[config.mk]
export PLATFORM = sky130hd
export DESIGN_NAME = lqts_select
export DESIGN_NICKNAME = d
export VERILOG_FILES = /design/src/logic/lqts_pkg.sv /design/src/logic/lqts_bound_store.sv /design/src/logic/lqts_select.sv
export SDC_FILE = /design/constraint.sdc
export NUM_CORES = 1
export LEC_CHECK = 0
export BUFFER_PORTS_ARGS = -buffer_cell sky130_fd_sc_hd__buf_2
export CAP_MARGIN = 15
export CORE_UTILIZATION = 54
export CTS_CLUSTER_DIAMETER = 30
export CTS_CLUSTER_SIZE = 24
export DETAILED_ROUTE_END_ITERATION = 10
export PLACE_DENSITY = 0.8
export SLEW_MARGIN = 15
export SYNTH_ARGS = -nofsm -noshare
export SYNTH_HDL_FRONTEND = slang
export SYNTH_SLANG_ARGS = --single-unit
[constraint.sdc]
create_clock -name mclk_in -period 1.9 [get_ports mclk_in]
set_input_delay 0.19 -clock mclk_in [delete_from_list [all_inputs] [get_ports mclk_in]]
set_output_delay 0.19 -clock mclk_in [all_outputs]
set_load 0.01 [all_outputs]
[src/logic/lqts_pkg.sv]
// Constants shared by the link-quality threshold select block
`default_nettype none
package lqts_pkg;
  // Control word layout
  localparam int unsigned CTRL_W = 16;
  localparam int unsigned READ_PARAM_BIT = 13;
  localparam int unsigned STORE_TRIG_BIT = 12;
  localparam int unsigned SEL_HI_BIT = 11;
  localparam int unsigned SEL_LO_BIT = 9;
  localparam int unsigned LOW_HIGH_BIT = 8;
  localparam int unsigned DATA_HI_BIT = 7;
  localparam int unsigned DATA_LO_BIT = 0;
  localparam int unsigned SEL_W = 3;
  localparam int unsigned BOUND_W = 8;
  localparam int unsigned PARAM_W = 8;
  localparam int unsigned BOUND_COUNT = 8;
  // Parameter selector codes
  localparam logic [2:0] SEL_EQUALIZER = 3'h0;
  localparam logic [2:0] SEL_GAIN = 3'h1;
  localparam logic [2:0] SEL_WANDER = 3'h2;
  localparam logic [2:0] SEL_FREQ_OFFSET = 3'h3;
  localparam logic [2:0] SEL_FREQ_CONTROL = 3'h4;
  // Reset values
  localparam logic [2:0] SEL_RESET = 3'h0;
  localparam logic LOW_HIGH_RESET = 1'b0;
  localparam logic [7:0] BOUND_RESET = 8'h00;
endpackage : lqts_pkg
`default_nettype wire

[src/logic/lqts_bound_store.sv]
// Storage for the eight low/high bound values, indexed by {selector, low/high}
`default_nettype none
module lqts_bound_store #(
  parameter int unsigned W = lqts_pkg::BOUND_W,
  parameter int unsigned N = lqts_pkg::BOUND_COUNT
) (
  input wire logic mclk_in,
  input wire logic rst_b_in,
  input wire logic store_en_in,
  input wire logic [$clog2(N)-1:0] store_idx_in,
  input wire logic [W-1:0] store_data_in,
  input wire logic [$clog2(N)-1:0] read_idx_in,
  output logic [W-1:0] read_data_out,
  output logic [N*W-1:0] all_bounds_out
);
  localparam int unsigned IW = $clog2(N);

  typedef struct packed {
    logic [N-1:0][W-1:0] mem;
  } lqts_store_state_t;

  lqts_store_state_t state_reg;
  lqts_store_state_t state_next;
  logic [N-1:0][W-1:0] entry_next;

  ////////////////////////////////////////////////////////////////////////////
  genvar gi;
  generate
    for (gi = 0; gi < N; gi++) begin : g_entry
      assign entry_next[gi] = (store_en_in && store_idx_in == IW'(gi)) ?
                              store_data_in : state_reg.mem[gi];
    end
  endgenerate

  always_comb begin
    state_next = state_reg;
    state_next.mem = entry_next;
  end

  always_ff @(posedge mclk_in or negedge rst_b_in) begin
    if (!rst_b_in) begin
      state_reg <= '0;
    end else begin
      state_reg <= state_next;
    end
  end

  assign read_data_out = state_reg.mem[read_idx_in];
  assign all_bounds_out = state_reg.mem;
endmodule : lqts_bound_store
`default_nettype wire

[src/logic/lqts_select.sv]
// Link-quality parameter and threshold selection control
`default_nettype none
module lqts_select #(
  parameter int unsigned PW = lqts_pkg::PARAM_W,
  parameter int unsigned BW = lqts_pkg::BOUND_W
) (
  input wire logic mclk_in,
  input wire logic rst_b_in,
  input wire logic ctrl_wr_in,
  input wire logic [lqts_pkg::CTRL_W-1:0] ctrl_data_in,
  input wire logic [PW-1:0] equalizer_coefficient_in,
  input wire logic [PW-1:0] gain_control_level_in,
  input wire logic [PW-1:0] baseline_wander_level_in,
  input wire logic [PW-1:0] freq_offset_in,
  input wire logic [PW-1:0] freq_control_in,
  output logic [lqts_pkg::CTRL_W-1:0] ctrl_word_out,
  output logic [2:0] quality_param_selector_out,
  output logic bound_low_high_select_out,
  output logic sampling_active_out,
  output logic [PW-1:0] param_value_out,
  output logic [BW-1:0] bound_value_out
);
  typedef struct packed {
    logic [2:0] sel;
    logic hi;
    logic sampling;
    logic [PW-1:0] sample;
    logic [BW-1:0] bound;
  } lqts_state_t;

  lqts_state_t state_reg;
  lqts_state_t state_next;
  logic [2:0] wr_sel;
  logic wr_trig;
  logic store_en;
  logic [BW-1:0] store_rd;
  logic [lqts_pkg::BOUND_COUNT*BW-1:0] all_bounds;
  logic [PW-1:0] live_value;

  assign wr_sel = ctrl_data_in[lqts_pkg::SEL_HI_BIT:lqts_pkg::SEL_LO_BIT];
  assign wr_trig = ctrl_wr_in && ctrl_data_in[lqts_pkg::STORE_TRIG_BIT];
  // Only codes with bound storage may write; others are dropped silently
  assign store_en = wr_trig && (wr_sel < lqts_pkg::SEL_FREQ_CONTROL);

  ////////////////////////////////////////////////////////////////////////////
  // Store address comes from the written word, so a write lands on the same edge that the selection moves
  lqts_bound_store #(
    .W(BW),
    .N(lqts_pkg::BOUND_COUNT)
  ) u_store (
    .mclk_in(mclk_in),
    .rst_b_in(rst_b_in),
    .store_en_in(store_en),
    .store_idx_in({wr_sel[1:0], ctrl_data_in[lqts_pkg::LOW_HIGH_BIT]}),
    .store_data_in(ctrl_data_in[lqts_pkg::DATA_HI_BIT:lqts_pkg::DATA_LO_BIT]),
    .read_idx_in({state_reg.sel[1:0], state_reg.hi}),
    .read_data_out(store_rd),
    .all_bounds_out(all_bounds)
  );

  ////////////////////////////////////////////////////////////////////////////
  always_comb begin
    case (state_reg.sel)
      lqts_pkg::SEL_EQUALIZER: live_value = equalizer_coefficient_in;
      lqts_pkg::SEL_GAIN: live_value = gain_control_level_in;
      lqts_pkg::SEL_WANDER: live_value = baseline_wander_level_in;
      lqts_pkg::SEL_FREQ_OFFSET: live_value = freq_offset_in;
      lqts_pkg::SEL_FREQ_CONTROL: live_value = freq_control_in;
      default: live_value = '0;
    endcase
  end

  always_comb begin
    state_next = state_reg;
    if (ctrl_wr_in) begin
      state_next.sel = wr_sel;
      state_next.hi = ctrl_data_in[lqts_pkg::LOW_HIGH_BIT];
      state_next.sampling = ctrl_data_in[lqts_pkg::READ_PARAM_BIT];
    end
    // Sample follows the live selection while sampling is enabled
    if (state_reg.sampling) begin
      state_next.sample = live_value;
    end
    // No storage behind code 100 and up: read back zero
    if (state_reg.sel < lqts_pkg::SEL_FREQ_CONTROL) begin
      state_next.bound = store_rd;
    end else begin
      state_next.bound = lqts_pkg::BOUND_RESET;
    end
  end

  always_ff @(posedge mclk_in or negedge rst_b_in) begin
    if (!rst_b_in) begin
      state_reg.sel <= lqts_pkg::SEL_RESET;
      state_reg.hi <= lqts_pkg::LOW_HIGH_RESET;
      state_reg.sampling <= 1'b0;
      state_reg.sample <= '0;
      state_reg.bound <= lqts_pkg::BOUND_RESET;
    end else begin
      state_reg <= state_next;
    end
  end

  ////////////////////////////////////////////////////////////////////////////
  // Store trigger is self-clearing, so it always reads back as zero
  assign ctrl_word_out = {2'b00, state_reg.sampling, 1'b0, state_reg.sel, state_reg.hi,
                          8'h00};
  assign quality_param_selector_out = state_reg.sel;
  assign bound_low_high_select_out = state_reg.hi;
  assign sampling_active_out = state_reg.sampling;
  assign param_value_out = state_reg.sample;
  assign bound_value_out = state_reg.bound;

  ////////////////////////////////////////////////////////////////////////////
  // Checks watch registered outputs and store contents, in the same cycle or one or two cycles after the cause
  AST_SEL_LOAD: assert property (@(posedge mclk_in) disable iff (!rst_b_in)
    ctrl_wr_in |=> quality_param_selector_out == $past(wr_sel))
    else $error("selector not loaded from control write");

  AST_SEL_HOLD: assert property (@(posedge mclk_in) disable iff (!rst_b_in)
    !ctrl_wr_in |=> $stable(quality_param_selector_out))
    else $error("selector changed without a write");

  AST_LOW_HIGH_LOAD: assert property (@(posedge mclk_in) disable iff (!rst_b_in)
    ctrl_wr_in |=> bound_low_high_select_out == $past(ctrl_data_in[lqts_pkg::LOW_HIGH_BIT]))
    else $error("low/high select not loaded");

  AST_LOW_HIGH_HOLD: assert property (@(posedge mclk_in) disable iff (!rst_b_in)
    !ctrl_wr_in |=> $stable(bound_low_high_select_out) &&
      ctrl_word_out[lqts_pkg::LOW_HIGH_BIT] == bound_low_high_select_out)
    else $error("low/high select changed without a write");

  AST_WORD_FIELDS: assert property (@(posedge mclk_in) disable iff (!rst_b_in)
    ctrl_word_out[lqts_pkg::SEL_HI_BIT:lqts_pkg::SEL_LO_BIT] ==
      quality_param_selector_out &&
      ctrl_word_out[lqts_pkg::READ_PARAM_BIT] == sampling_active_out)
    else $error("control word readback does not match the held fields");

  AST_TRIG_READS_ZERO: assert property (@(posedge mclk_in) disable iff (!rst_b_in)
    ctrl_word_out[lqts_pkg::STORE_TRIG_BIT] == 1'b0)
    else $error("store trigger read back as one");

  AST_SAMPLING_LOAD: assert property (@(posedge mclk_in) disable iff (!rst_b_in)
    ctrl_wr_in |=> sampling_active_out == $past(ctrl_data_in[lqts_pkg::READ_PARAM_BIT]))
    else $error("sampling enable not loaded from control write");

  AST_SAMPLE_START: assert property (@(posedge mclk_in) disable iff (!rst_b_in)
    ctrl_wr_in && ctrl_data_in[lqts_pkg::READ_PARAM_BIT] |=> sampling_active_out ##1
      param_value_out == $past(live_value))
    else $error("sampling did not start or track the selected parameter");

  AST_SAMPLE_HOLD: assert property (@(posedge mclk_in) disable iff (!rst_b_in)
    !sampling_active_out |=> $stable(param_value_out))
    else $error("sample moved while sampling was off");

  AST_LIVE_EQUALIZER: assert property (@(posedge mclk_in) disable iff (!rst_b_in)
    sampling_active_out && quality_param_selector_out == lqts_pkg::SEL_EQUALIZER |=>
      param_value_out == $past(equalizer_coefficient_in))
    else $error("equalizer code did not sample the equalizer input");

  AST_LIVE_GAIN: assert property (@(posedge mclk_in) disable iff (!rst_b_in)
    sampling_active_out && quality_param_selector_out == lqts_pkg::SEL_GAIN |=>
      param_value_out == $past(gain_control_level_in))
    else $error("gain code did not sample the gain input");

  AST_LIVE_WANDER: assert property (@(posedge mclk_in) disable iff (!rst_b_in)
    sampling_active_out && quality_param_selector_out == lqts_pkg::SEL_WANDER |=>
      param_value_out == $past(baseline_wander_level_in))
    else $error("wander code did not sample the wander input");

  AST_LIVE_OFFSET: assert property (@(posedge mclk_in) disable iff (!rst_b_in)
    sampling_active_out && quality_param_selector_out == lqts_pkg::SEL_FREQ_OFFSET |=>
      param_value_out == $past(freq_offset_in))
    else $error("offset code did not sample the offset input");

  AST_STORE_READBACK: assert property (@(posedge mclk_in) disable iff (!rst_b_in)
    wr_trig && wr_sel < lqts_pkg::SEL_FREQ_CONTROL ##1 !ctrl_wr_in |=>
      bound_value_out == $past(ctrl_data_in[lqts_pkg::DATA_HI_BIT:lqts_pkg::DATA_LO_BIT], 2))
    else $error("stored bound not read back at its address");

  AST_STORE_LANDS: assert property (@(posedge mclk_in) disable iff (!rst_b_in)
    wr_trig && wr_sel < lqts_pkg::SEL_FREQ_CONTROL |=>
      all_bounds[$past({wr_sel[1:0], ctrl_data_in[lqts_pkg::LOW_HIGH_BIT]}) * BW +: BW] ==
      $past(ctrl_data_in[lqts_pkg::DATA_HI_BIT:lqts_pkg::DATA_LO_BIT]))
    else $error("store trigger did not write the addressed bound");

  AST_STORE_NEEDS_TRIG: assert property (@(posedge mclk_in) disable iff (!rst_b_in)
    !wr_trig |=> $stable(all_bounds))
    else $error("bound changed without a store trigger");

  AST_NO_STORE_HIGH: assert property (@(posedge mclk_in) disable iff (!rst_b_in)
    ctrl_wr_in && wr_sel >= lqts_pkg::SEL_FREQ_CONTROL |=> $stable(all_bounds))
    else $error("bound changed on write with code 100 or above");

  AST_HIGH_READ_ZERO: assert property (@(posedge mclk_in) disable iff (!rst_b_in)
    quality_param_selector_out >= lqts_pkg::SEL_FREQ_CONTROL |=>
      bound_value_out == lqts_pkg::BOUND_RESET)
    else $error("code without storage returned a bound");

  AST_SHARED_SEL: assert property (@(posedge mclk_in) disable iff (!rst_b_in)
    sampling_active_out && !ctrl_wr_in &&
      quality_param_selector_out == lqts_pkg::SEL_FREQ_CONTROL |=>
      param_value_out == $past(freq_control_in))
    else $error("live sample not steered by selector");
endmodule : lqts_select
`default_nettype wire

# ---- Word level (Yosys, flattened, before mapping)
# Index checks and enable logic that the tools add are counted.
dict set report classes {
  eq_ne 11
  order_cmp 3
  muxes 4
  n_reduce_logical 12
}
# cell count
set op_table {}
lappend op_table {{8-bit one-hot mux with 5 select lines} 1}
lappend op_table {{8-bit binary-select mux with 3-bit select} 1}
lappend op_table {{8-bit two-way mux} 2}
lappend op_table {{3-bit == test (second input constant)} 5}
lappend op_table {{3-bit by 2-bit == test with 1-bit output (second input constant)} 4}
lappend op_table {{1-bit logical AND} 10}
lappend op_table {{3-bit by 1-bit == test with 1-bit output (second input constant)} 2}
lappend op_table {{3-bit logical NOT} 2}
lappend op_table {{3-bit < comparator (second input constant)} 2}
lappend op_table {{3-bit by 4-bit < comparator with 1-bit output (second input constant)} 1}
dict set report totals {
  input_bits 59
  ff_bits 85
  wordCells 43
  output_inout_bits 37
}

# ---- Depth between registers and ports, before layout
dict set report depth {
  depth_word 3
  depth_mapped 6
  ltp_nobuf 3
}

# ---- By module
# From an unflattened synthesis, not the netlist that was laid out.
dict set report hier_totals {
  hier_cells 301
  hier_area_um2 4272.8
}
# mod seq_area_each_um2 n_inst cells_per_inst area_each_um2
set modules_own_cells {}
lappend modules_own_cells {lqts_bound_store 1601.5 1 172 2992.9}
lappend modules_own_cells {lqts_select 525.5 1 129 1280.0}

# ---- Worst setup path after synthesis
# OpenSTA, ideal clock, no wires.
dict set report synth_path {
  path_type {reg2reg}
  from {register state_reg, in the netlist quality_param_selector_out[0]}
  to {register state_reg, in the netlist bound_value_out[6]}
  period_less_slack_ns 1.455
  path_slack_ns 0.445
  required_time_ns 1.768
  stages_incl_launch_ff 5
  arrival_ns 1.323
  path_buffers 1
  setup_ns 0.132
  path_cell_list {dfrtp_1 buf_2 mux4_2 mux2i_1 nor2_1}
}
# item line
set synth_lines {}
lappend synth_lines {{start, declared} lqts_select.sv:31} ;# lqts_state_t state_reg;
lappend synth_lines {{start signal, assigned} lqts_select.sv:100} ;# state_reg <= state_next;

==> run summary <==
CP max stage delay: 0.66 ns
slowest CP cell: dfrtp_1
Max Clock Freq: 0.621 GHz
clk sinks: 85
DPL Wire Length: 5.86 mm
dominant cells by area after synthesis: dfrtp_1, mux2_2, mux2i_1, o22a_1, buf_4
pin count of the biggest net entering global routing: 39
crit path launch: quality_param_selector_out[0]$_DFFE_PN0P_
Least-Margin Pin Slew: 0.519 ns
# setup viols final: 0
#FFs+latches synth: 85
worst flop-to-flop path startpoint: quality_param_selector_out[0]$_DFFE_PN0P_
sequential cell area fraction in the yosys report: 51.3%
clock-pin slew on the worst setup and hold paths: 0.09 ns
RSZ-0062 raised after global routing: no
reg2reg end: bound_value_out[7]$_DFF_PN0_
P_leak: 2.33 nW
Clock Skew: 0.00925 ns
Final ANT Viol Nets: 0
cell breakdown of the critical path: nand2b_1 -> o22a_1 -> a21oi_1
Hold Crit Start: ctrl_data_in[13]
post-synth top area share: 51.3%
drt first pass iters: 4
R2R setup slack: 0.29 ns
routed vias: 2767
H-tree levels: 3
Worst Hold Class: in -> reg
Die W: 89.6 um
cells after synthesis: 305
layout net count: 443
first-pass GRT wire length: 13.8 mm
hold endpoint: sampling_active_out$_DFFE_PN0P_
Rows: 31
largest area contributor in the netlist: dfrtp_1
r2r worst-path depth: 3
Mapped Area: 0.00415 mm2
pwr/cell area: 965 mW/mm2
P&R area growth vs syn: 15.8%
CP Buf/Inv Count: 0
Max Root-Sink Buffers: 2
VDD IR max: 527 uV
overflow left after global routing: 0
input/output buffers: 82
Max-Cap Viols: 0
Synth async-reset ratio: 100%
CTS Root Cell: clkbuf_8
post-synth cell types: 31
Post-synth EDFFs: 0
Critical Path Start Type: register
Worst slew margin: 65.3%
Setup TNS: 0 ns
Worst Path Max Fanout: 14
CTS tree: built
synth warn: 0
Worst Hold Depth: 2
Area after DPL: 0.00459 mm2
DRT iter0 DRCs: 179
# diodes: 0
Routed WL per cell: 18.0 um
DIE AREA: 0.00803 mm2
vias in the first global route: 2696
most used routing layer: met2
placed instance count: 471
Final Hold Viols: 0
initial antenna violation count: 0
synthesized area per cell: 13.6 um2
Largest delay share family, worst path: flip-flops
met2 GRT Util: 37.7%
wirelength, routed: 8.77 mm
met3 Usage GRT: 4.11%
Via density: 5.67
die height: 89.6 um
cts bufs inserted: 9
ys flop type: dfrtp_1
I/O pin cnt: 96
most common cell after layout, fill and taps aside: dfrtp_1
Worst-Skew Late Latency: 0.35 ns
GP Congestion: 0.786
max-slew violation total from the final report: 0
CP arrival: 1.87 ns
most frequent cells in the layout: dfrtp_1, buf_2, mux2_2, mux2i_1, o22a_1
layout cell share with drive strength beyond 1: 49.6%
# fillers: 549
critical path class: reg -> reg
Final Critical Period: 1.61 ns
final std cells w/o fill: 488
remaining routing DRC violations: 0
CORE AREA: 0.00733 mm2
Setup Fix Bufs, Post-CTS: 0
met1 GRT Util: 31.9%
status: complete, no violations
crit share post-route: 84.8%
worst path required time: 2.16 ns
Tot GR Track Use: 23.8%
final instance area: 0.00480 mm2
Initial Utilization: 56.5%
Crit. End Element: register
[per-layer routing]
layer	up-vias	part of all wire [%]	wire length, um
met5	-	0	0
met4	0	2.0	174
li1	1256	-	-
met2	90	50	4350
met3	18	4.1	362
met1	1403	44	3890
[synth_stat cells (5+ instances only)]
cell,n
buf_2,7
o221ai_1,7
o22a_1,14
mux2_2,75
nand2b_1,10
dfrtp_1,85
a21oi_1,7
mux2i_1,36
clkbuf_1,6
buf_4,16
a32oi_1,7
nor2_1,5
[through the flow]
stage               power [mW]  hold WS [ns]  setup WS [ns]  utilization [%]
floorplan                 3.02        -0.106          0.445                -
global placement          3.29         0.124          0.401             62.6
detailed placement        3.35         0.132          0.318             62.6
CTS                       4.68        0.0575          0.285             65.5
global route              4.88        0.0641          0.165             65.5
finish                    4.64        0.0691          0.290             65.5
[worst register-to-register path: cells and delay by family (launching register included)]
kind	cells	cell delay (ns)
AND/OR/NAND/NOR	1	0.36
flip-flops	1	0.66
AO/OA/AOI/OAI	2	0.50
[repair_timing]
action / CTS / global route
hold endpoints to repair: 23 / 0
setup endpoints to repair: 0 / 0
hold buffers: 1 / 0
gates resized for setup: 0 / 0
[report_power, final]
part,total [mW],switching (mW),internal (mW)
clock,1.32,0.691,0.628
sequential,2.32,0.176,2.14
combinational,0.996,0.456,0.539
total,4.64,1.32,3.31
[how the worst max path moves through the flow]
stage,to,depth (start not counted),slack (ns)
floorplan,bound_value_out[6]$_DFF_PN0_,4,0.45
CTS,param_value_out[5]$_DFFE_PN0P_,3,0.29
global route,param_value_out[1]$_DFFE_PN0P_,3,0.16
finish,bound_value_out[7]$_DFF_PN0_,3,0.29
detailed placement,param_value_out[5]$_DFFE_PN0P_,3,0.32
global placement,bound_value_out[5]$_DFF_PN0_,3,0.40
[area by class of cell]
class	count	area, um2	share of cell area (%)
clock buffer	9	124	2.58
clock inverter	7	81.3	1.69
multi-input combinational	198	1840	38.4
sequential	85	2130	44.3
tap	99	124	2.58
timing repair buffer	90	500	10.4
[registers in the layout, indices dropped and copies added, names as in the netlist]
register and flops:
u_store.all_bounds_out 64, param_value_out 8, bound_low_high_select_out 1, quality_param_selector_out 3
bound_value_out 8, sampling_active_out 1
[logic make-up (layout without fill, tap and decap cells)]
family | count (synthesis) | after routing | synth area share, %
muxes | 115 | 115 | 31.1
DFF | 85 | 85 | 51.3
AOI/OAI and AO/OA | 37 | 37 | 7.03
and+or+nand+nor | 35 | 35 | 5.40
buffers and inverters | 32 | 106 | 5.10
other | 1 | 11 | 0.0905
(Power assumes the default switching activity.)
